**src/verilog/tab_ops_pkg.sv**
```systemverilog
// shared widths, reset values and cycle counts for the table and register read ops
package tab_ops_pkg;
  localparam int NIB_W = 4;
  localparam int BYTE_W = 8;
  localparam int ROM_W = 10;
  localparam int PAGE_OP_W = 6;
  localparam int PAGE_W = 7;
  localparam int LOW_W = 7;
  localparam int PC_W = PAGE_W + LOW_W;
  localparam int D_W = 3;
  localparam int SP_W = 3;
  localparam int STACK_DEPTH = 8;
  // hi nibble and lo nibble positions inside a byte
  localparam int HI_MSB = 7;
  localparam int HI_LSB = 4;
  localparam int LO_MSB = 3;
  localparam int LO_LSB = 0;
  // reset values
  localparam logic [SP_W-1:0] SP_RESET = 3'h7;
  localparam logic BANK_RESET = 1'b0;
  localparam logic [NIB_W-1:0] NIB_RESET = 4'h0;
  localparam logic [PC_W-1:0] PC_RESET = 14'h0000;
  // cycle counts
  localparam int TABLE_CYCLES = 3;
  localparam int REG_READ_CYCLES = 1;
  typedef enum logic [1:0] {
    ST_IDLE = 2'b00,
    ST_FETCH = 2'b01,
    ST_RESTORE = 2'b11
  } tab_state_t;
endpackage : tab_ops_pkg

```
**src/verilog/table_read_unit.sv**
```systemverilog
// execution of the paged table read, prescaler read and serial register read
// How it works
// - a table read bumps the stack pointer and, in the same cycle, pushes the program counter at the new level.
// - the counter page part takes the bank bit over the page operand and the low part takes index_register_d[2:0] over A[3:0].
// - the ROM word at that address goes out as B from bits 7..4 and A from bits 3..0.
// - the counter is then reloaded from the current stack level and the stack pointer stepped back.
// - while the table read runs it holds one level of the return stack.
// - the prescaler read puts prescaler bits 7..4 into B and bits 3..0 into A.
// - the serial register read puts serial bits 7..4 into B.
// - the serial register read puts serial bits 3..0 into A.
`timescale 1ns/1ps
`default_nettype none
module table_read_unit
  import tab_ops_pkg::*;
(
  // clock and reset
  input wire logic mclk_i,
  input wire logic nrst_i,
  input wire logic ce_i,
  // decoded instruction strobes
  input wire logic paged_table_read_op_i,
  input wire logic [PAGE_OP_W-1:0] page_operand_i,
  input wire logic prescaler_read_op_i,
  input wire logic serial_shift_read_op_i,
  input wire logic bank_set_op_i,
  input wire logic bank_reset_op_i,
  // core state
  input wire logic [PC_W-1:0] program_counter_i,
  input wire logic [D_W-1:0] index_register_d_i,
  input wire logic [NIB_W-1:0] acc_i,
  // sources
  input wire logic [ROM_W-1:0] rom_data_i,
  input wire logic [BYTE_W-1:0] prescaler_value_i,
  input wire logic [BYTE_W-1:0] serial_shift_i,
  // results
  output logic [PC_W-1:0] program_counter_o,
  output logic pc_load_o,
  output logic rom_rd_o,
  output logic [NIB_W-1:0] reg_b_o,
  output logic [NIB_W-1:0] reg_a_o,
  output logic ba_load_o,
  output logic busy_o,
  output logic [SP_W-1:0] stack_pointer_o,
  output logic bank_o
);
  tab_state_t state_q;
  logic [SP_W-1:0] stack_pointer_q;
  logic [SP_W-1:0] entry_sp_q;
  logic bank_q;
  logic [PC_W-1:0] stack_rdata;
  logic take_table;
  logic take_presc;
  logic take_serial;
  logic stack_we;
  logic [SP_W-1:0] stack_waddr;
  logic stack_re;

  function automatic logic [NIB_W-1:0] hi_nib(input logic [BYTE_W-1:0] v);
    return v[HI_MSB:HI_LSB];
  endfunction : hi_nib

  function automatic logic [NIB_W-1:0] lo_nib(input logic [BYTE_W-1:0] v);
    return v[LO_MSB:LO_LSB];
  endfunction : lo_nib

  // table, prescaler and serial reads are only taken while idle (bank set/reset in any state); the core does not issue during a table read
  assign take_table = ce_i && state_q == ST_IDLE && paged_table_read_op_i;
  assign take_presc = ce_i && state_q == ST_IDLE && !paged_table_read_op_i && prescaler_read_op_i;
  assign take_serial = ce_i && state_q == ST_IDLE && !paged_table_read_op_i && !prescaler_read_op_i
                       && serial_shift_read_op_i;

  // push at the incremented level, pop from the current level
  assign stack_we = take_table;
  assign stack_waddr = SP_W'(stack_pointer_q + 1'b1);
  assign stack_re = state_q == ST_FETCH;

  return_stack_mem u_stack (
    .mclk_i(mclk_i),
    .ce_i(ce_i),
    .we_i(stack_we),
    .waddr_i(stack_waddr),
    .wdata_i(program_counter_i),
    .re_i(stack_re),
    .raddr_i(stack_pointer_q),
    .rdata_o(stack_rdata)
  );

  // sequencer
  always_ff @(posedge mclk_i or negedge nrst_i) begin
    if (!nrst_i) begin
      state_q <= ST_IDLE;
    end else if (ce_i) begin
      case (state_q)
        ST_IDLE: begin
          if (paged_table_read_op_i) begin
            state_q <= ST_FETCH;
          end
        end
        ST_FETCH: begin
          state_q <= ST_RESTORE;
        end
        ST_RESTORE: begin
          state_q <= ST_IDLE;
        end
        default: begin
          state_q <= ST_IDLE;
        end
      endcase
    end
  end

  // stack pointer: up on entry, down in the same cycle the counter is restored
  always_ff @(posedge mclk_i or negedge nrst_i) begin
    if (!nrst_i) begin
      stack_pointer_q <= SP_RESET;
      entry_sp_q <= SP_RESET;
    end else if (take_table) begin
      stack_pointer_q <= SP_W'(stack_pointer_q + 1'b1);
      entry_sp_q <= stack_pointer_q;
    end else if (ce_i && state_q == ST_RESTORE) begin
      stack_pointer_q <= SP_W'(stack_pointer_q - 1'b1);
    end
  end

  // bank select for the page operand; set wins if both arrive together
  always_ff @(posedge mclk_i or negedge nrst_i) begin
    if (!nrst_i) begin
      bank_q <= BANK_RESET;
    end else if (ce_i && bank_set_op_i) begin
      bank_q <= 1'b1;
    end else if (ce_i && bank_reset_op_i) begin
      bank_q <= 1'b0;
    end
  end

  // program counter loads: table address on entry, saved counter on exit
  always_ff @(posedge mclk_i or negedge nrst_i) begin
    if (!nrst_i) begin
      program_counter_o <= PC_RESET;
      pc_load_o <= 1'b0;
      rom_rd_o <= 1'b0;
    end else if (ce_i) begin
      pc_load_o <= 1'b0;
      rom_rd_o <= 1'b0;
      if (take_table) begin
        program_counter_o <= {bank_q, page_operand_i, index_register_d_i, acc_i};
        pc_load_o <= 1'b1;
        rom_rd_o <= 1'b1;
      end else if (state_q == ST_RESTORE) begin
        program_counter_o <= stack_rdata;
        pc_load_o <= 1'b1;
      end
    end
  end

  // B and A loads; carry and skip are never driven from here
  always_ff @(posedge mclk_i or negedge nrst_i) begin
    if (!nrst_i) begin
      reg_b_o <= NIB_RESET;
      reg_a_o <= NIB_RESET;
      ba_load_o <= 1'b0;
    end else if (ce_i) begin
      ba_load_o <= 1'b0;
      if (state_q == ST_FETCH) begin
        reg_b_o <= hi_nib(rom_data_i[BYTE_W-1:0]);
        reg_a_o <= lo_nib(rom_data_i[BYTE_W-1:0]);
        ba_load_o <= 1'b1;
      end else if (take_presc) begin
        reg_b_o <= hi_nib(prescaler_value_i);
        reg_a_o <= lo_nib(prescaler_value_i);
        ba_load_o <= 1'b1;
      end else if (take_serial) begin
        reg_b_o <= hi_nib(serial_shift_i);
        reg_a_o <= lo_nib(serial_shift_i);
        ba_load_o <= 1'b1;
      end
    end
  end

  // status outputs are registered from the next-state values so they track internal state with no lag
  always_ff @(posedge mclk_i or negedge nrst_i) begin
    if (!nrst_i) begin
      busy_o <= 1'b0;
      stack_pointer_o <= SP_RESET;
      bank_o <= BANK_RESET;
    end else if (ce_i) begin
      busy_o <= take_table || state_q == ST_FETCH;
      stack_pointer_o <= take_table ? SP_W'(stack_pointer_q + 1'b1)
                       : (state_q == ST_RESTORE ? SP_W'(stack_pointer_q - 1'b1) : stack_pointer_q);
      bank_o <= bank_set_op_i ? 1'b1 : (bank_reset_op_i ? 1'b0 : bank_q);
    end
  end

  push_order_a: assert property (@(posedge mclk_i) disable iff (!nrst_i)
    take_table |-> stack_we && stack_waddr == SP_W'(stack_pointer_q + 1'b1)
      ##1 stack_pointer_q == SP_W'($past(stack_pointer_q) + 1'b1))
    else $error("push level differs from new stack pointer");

  page_address_a: assert property (@(posedge mclk_i) disable iff (!nrst_i)
    take_table |=> pc_load_o && rom_rd_o
      && program_counter_o == {$past(bank_q), $past(page_operand_i), $past(index_register_d_i), $past(acc_i)})
    else $error("table address not formed from page, D and A");

  rom_nibbles_a: assert property (@(posedge mclk_i) disable iff (!nrst_i)
    (ce_i && state_q == ST_FETCH) |=> ba_load_o && reg_b_o == $past(rom_data_i[HI_MSB:HI_LSB])
      && reg_a_o == $past(rom_data_i[LO_MSB:LO_LSB]))
    else $error("ROM word not split into B and A");

  pc_restore_a: assert property (@(posedge mclk_i) disable iff (!nrst_i)
    (ce_i && state_q == ST_RESTORE) |=> pc_load_o && program_counter_o == $past(stack_rdata)
      && stack_pointer_q == SP_W'($past(stack_pointer_q) - 1'b1))
    else $error("counter not restored or stack not popped");

  one_level_a: assert property (@(posedge mclk_i) disable iff (!nrst_i)
    state_q != ST_IDLE |-> stack_pointer_q == SP_W'(entry_sp_q + 1'b1))
    else $error("table read holds other than one stack level");

  presc_read_a: assert property (@(posedge mclk_i) disable iff (!nrst_i)
    take_presc |=> ba_load_o && {reg_b_o, reg_a_o} == $past(prescaler_value_i))
    else $error("prescaler nibbles misplaced");

  serial_high_a: assert property (@(posedge mclk_i) disable iff (!nrst_i)
    take_serial |=> ba_load_o && reg_b_o == $past(serial_shift_i[HI_MSB:HI_LSB]))
    else $error("serial high nibble not in B");

  serial_low_a: assert property (@(posedge mclk_i) disable iff (!nrst_i)
    take_serial |=> reg_a_o == $past(serial_shift_i[LO_MSB:LO_LSB]))
    else $error("serial low nibble not in A");

  bank_track_a: assert property (@(posedge mclk_i) disable iff (!nrst_i)
    (ce_i && bank_set_op_i) |=> bank_q ##0 bank_o)
    else $error("bank set not taken");

  three_cycles_a: assert property (@(posedge mclk_i) disable iff (!nrst_i)
    (take_table ##1 ce_i ##1 ce_i) |=> state_q == ST_IDLE && pc_load_o && !busy_o)
    else $error("table read not three cycles");
endmodule : table_read_unit
`default_nettype wire

```
**src/verilog/return_stack_mem.sv**
```systemverilog
// return stack storage with registered read data
`timescale 1ns/1ps
`default_nettype none
module return_stack_mem
  import tab_ops_pkg::*;
(
  // clock
  input wire logic mclk_i,
  input wire logic ce_i,
  // write port
  input wire logic we_i,
  input wire logic [SP_W-1:0] waddr_i,
  input wire logic [PC_W-1:0] wdata_i,
  // read port
  input wire logic re_i,
  input wire logic [SP_W-1:0] raddr_i,
  output logic [PC_W-1:0] rdata_o
);
  logic [PC_W-1:0] mem_q [STACK_DEPTH];

  // no reset on the storage: contents are only read after a push
  always_ff @(posedge mclk_i) begin
    if (ce_i && we_i) begin
      mem_q[waddr_i] <= wdata_i;
    end
  end

  always_ff @(posedge mclk_i) begin
    if (ce_i && re_i) begin
      rdata_o <= mem_q[raddr_i];
    end
  end
endmodule : return_stack_mem
`default_nettype wire

```
**config.mk**
```make
export PLATFORM = sky130hd
export DESIGN_NAME = table_read_unit
export DESIGN_NICKNAME = d
export VERILOG_FILES = /design/src/verilog/tab_ops_pkg.sv /design/src/verilog/table_read_unit.sv /design/src/verilog/return_stack_mem.sv
export SDC_FILE = /design/constraint.sdc
export NUM_CORES = 1
export LEC_CHECK = 0
export BUFFER_PORTS_ARGS = -buffer_cell sky130_fd_sc_hd__buf_2
export CAP_MARGIN = 20
export CORE_MARGIN = 2
export CORE_UTILIZATION = 25
export CTS_CLUSTER_DIAMETER = 80
export DETAILED_ROUTE_END_ITERATION = 8
export SKIP_CTS_REPAIR_TIMING = 1
export SYNTH_ARGS = -nofsm -noshare
export SYNTH_HDL_FRONTEND = slang
export SYNTH_SLANG_ARGS = --single-unit
export TNS_END_PERCENT = 1
```
**constraint.sdc**
```tcl
create_clock -name mclk_i -period 6.9 [get_ports mclk_i]
set_input_delay 1.035 -clock mclk_i [delete_from_list [all_inputs] [get_ports mclk_i]]
set_output_delay 1.035 -clock mclk_i [all_outputs]
set_load 0.02 [all_outputs]
```
==> results.md <==
* Final wirelength at 14.2 mm
* Commonest non-fill, non-tap cell in the layout: edfxtp_1
* Syn Std Cell Area at 6650 µm²
* DR vias at 3626
* Reg-to-reg setup timing slack at 3.86 ns
* Most frequent cells in the layout: edfxtp_1 (126), buf_2 (88), dfrtp_1 (30), mux4_2 (28), mux2i_1 (24)
* Post-synthesis simple-gate area fraction at 4.89%
* TritonRoute pass-1 iters at 5
* Worst path cell trace: ha_1 > xor2_1 > nand2_1 > nor2_2
* Inserted Clock Buffers at 17
* Grt ovf at 0
* Cell count after synthesis at 374
* H-tree Lvls at 4
* CP required at 6.94 ns
* Routed Antenna Nets at 0
* Starting utilization of the core area at 25.5%
* CP Capture Type: flip-flop
* Peak supply drop at 0.244 mV
* Post-Synth XOR/XNOR Area at 0.527%
* CTS tree: done
* Final setup fails at 0
* Layout Nets at 525
* Final hold viol count at 0
* Initial antenna violation count at 2
* RSZ-0062 raised after global routing: false
* Height of the die at 167 µm
* CTS Buffer Depth at 2
* Worst-path clk slew at 0.06 ns
* Clock share of power at 28.2%
* Die width at 167 µm
* CP Launch Type: flip-flop
* Post-synth EDFFs at 126
* Synth warn at 0
* Primary FF master, synth: edfxtp_1
* P&R area growth vs syn at 20.8%
* CORE AREA at 26100 µm²
* Fin util at 30.8%
* Avg WL per Cell at 17.6 µm
* Gr usage total at 10.5%
* Mux share of post-synthesis cell area at 15.6%
* Max Clock Freq at 329 MHz
* Site Rows at 59
* WP data arrival at 3.08 ns
* IO Port Bufs at 88
* Psw at 0.00103 W
* Slowest CP cell: dfstp_2
* Worst path max stage delay at 1.07 ns
* Clock Skew at 0.00827 ns
* Largest net degree at the start of global routing at 37
* Avg Cell Area, Syn at 17.8 µm²
* DP HPWL at 9.48 mm
* Static Leak at 2.88 nW
* Status: completed
* Vias in the first global route at 3903
* Die area at 27900 µm²
* I/O pin cnt at 91
* Root buffer cell: clkbuf_16
* Global-route wire length before repair at 22.3 mm
* Power per Cell Area at 403 nW/µm²
* Routability cong. at 0.751
* Filler cells at 2527
* Largest family of logic cells by synthesized area: multiplexers
* Multi-input gate area at 1800 µm²
* Post-synthesis sequential area ratio at 70.6%
* Final Max Tran Viols at 0
* Hold Path Class: flip-flop to flip-flop
* Post-synthesis net count at 437
* Setup TNS at 0 ns
* Period minus WS final at 3.04 ns
* CTS Sinks at 162
* Largest fanout on the critical path at 31
* Synth Area in Compound Gates at 5.44%
* Max-cap violations at 0
* Skew-Pair Late Insertion Delay at 0.42 ns
* Net Sw Frac at 31.6%
* Storage cell area at 4690 µm²
* P_int at 0.00222 W
* 1st-iter DRT viols at 305
* Combinational power share at 28.3%
* Tcrit/Tclk final at 44.1%
* WS Path Type: flip-flop to flip-flop
* Synth Area in Adders at 0.376%
* Netlist cell types at 47
* Vias per cell at 4.48
* Max-slew headroom at 38.0%
* Ys async rst share at 22.2%
* Seq pwr share at 43.5%
* Layout cells sized above 1 at 40.9%
* #FFs+latches synth at 162
* DRC viols at 0
* Tightest Pin Transition at 0.928 ns
## cell families (layout without fill, tap and decap cells)
| logic type | after synthesis | in the layout |
|---|---|---|
| xor+xnor | 4 | 4 |
| flops | 162 | 162 |
| buf+inv | 34 | 134 |
| other cells | 0 | 1 |
| compound gates | 49 | 49 |
| mux | 67 | 67 |
| simple gates | 56 | 56 |
| fa+ha+maj | 2 | 2 |
## final cells by class
cell class                      count  area share, %
Sequential cell                   162           58.4
Clock inverter                     13           1.87
Tap cell                          335           5.22
Antenna cell                        1         0.0311
Inverter                            7          0.327
Clock buffer                       18           5.34
Multi-Input combinational cell    178           22.5
Timing Repair Buffer               96           6.38
## cells in the mapped netlist (2+ instances only)
| cell type | instances | area share, % |
|---|---|---|
| a21oi_1 | 7 | 0.53 |
| nand4_1 | 9 | 0.85 |
| nand3_1 | 17 | 1.3 |
| dfstp_2 | 6 | 2.4 |
| and4bb_1 | 2 | 0.38 |
| xor2_1 | 2 | 0.26 |
| buf_6 | 3 | 0.51 |
| a21o_1 | 2 | 0.23 |
| nand2_1 | 7 | 0.40 |
| mux4_2 | 28 | 9.5 |
| nor3_1 | 2 | 0.15 |
| mux2_2 | 15 | 2.5 |
| nor2_1 | 9 | 0.51 |
| clkbuf_1 | 12 | 0.68 |
| mux2i_1 | 24 | 3.6 |
| o21ai_1 | 11 | 0.83 |
| ha_1 | 2 | 0.38 |
| xnor2_1 | 2 | 0.26 |
| o21ai_0 | 4 | 0.30 |
| edfxtp_1 | 126 | 57 |
| buf_2 | 8 | 0.60 |
| o31ai_1 | 8 | 0.90 |
| o211ai_2 | 8 | 1.5 |
| dfrtp_1 | 30 | 11 |
| inv_1 | 6 | 0.34 |
| buf_4 | 3 | 0.34 |
## flip-flops by register name (all words and copies together) (netlist names)
| register | cells |
|---|---|
| u_stack.mem_q | 112 |
| bank_q | 1 |
| bank_o | 1 |
| ba_load_o | 1 |
| pc_load_o | 1 |
| program_counter_o | 14 |
| busy_o | 1 |
| stack_pointer_q | 3 |
| reg_b_o | 4 |
| stack_pointer_o | 3 |
| reg_a_o | 4 |
| u_stack.rdata_o | 14 |
| state_q | 2 |
| rom_rd_o | 1 |
## worst paths after layout
check | from | end | cells after the start
worst max-delay path | stack_pointer_q[1]$_DFFE_PN1P_ | u_stack.mem_q[7][8]$_DFFE_PP_ | 4
worst min-delay path | rom_rd_o$_DFFE_PN0P_ | rom_rd_o$_DFFE_PN0P_ | 1
worst max register to register | stack_pointer_q[1]$_DFFE_PN1P_ | u_stack.mem_q[7][8]$_DFFE_PP_ | 4
worst min register to register | rom_rd_o$_DFFE_PN0P_ | rom_rd_o$_DFFE_PN0P_ | 1
max in group asynchronous | nrst_i | program_counter_o[4]$_DFFE_PN0P_ | 1
min in group asynchronous | nrst_i | pc_load_o$_DFFE_PN0P_ | 1
## layer usage
metal  track usage, %  up-vias  wire length [µm]
met2             17.5       98              6940
met4             3.11        2               183
met3             3.38       17               814
met5                0        -                13
met1             13.1     1840              6280
li1                 -     1669                 -
## worst max-delay path: cells and delay by family (launching register included)
kind	cells	cell delay [ns]
flops	1	1.07
simple gates	2	0.98
xor+xnor	1	0.25
fa+ha+maj	1	0.36
## power by group through the flow
| stage | registers [W] | logic [W] | clock network [W] |
|---|---|---|---|
| floorplan | 0.00142 | 0.000643 | 0 |
| detailed placement | 0.00143 | 0.000928 | 0 |
| finish | 0.00141 | 0.000918 | 0.000915 |
| global route | 0.00144 | 0.00100 | 0.000971 |
| global placement | 0.00146 | 0.000853 | 0 |
| CTS | 0.00142 | 0.000934 | 0.000937 |
## through the flow
| step | setup slack [ns] | cells | hold WS, ns | power, W | cell area (µm²) |
|---|---|---|---|---|---|
| floorplan | 3.63 | 374 | 0.487 | 0.00206 | 6650 |
| global placement | 3.38 | 777 | 0.478 | 0.00232 | 7430 |
| detailed placement | 3.42 | 778 | 0.478 | 0.00236 | 7450 |
| CTS | 3.77 | 809 | 0.492 | 0.00329 | 8030 |
| global route | 3.59 | 809 | 0.503 | 0.00341 | 8030 |
| finish | 3.86 | 810 | 0.484 | 0.00324 | 8040 |
(Power assumes the default switching activity.)
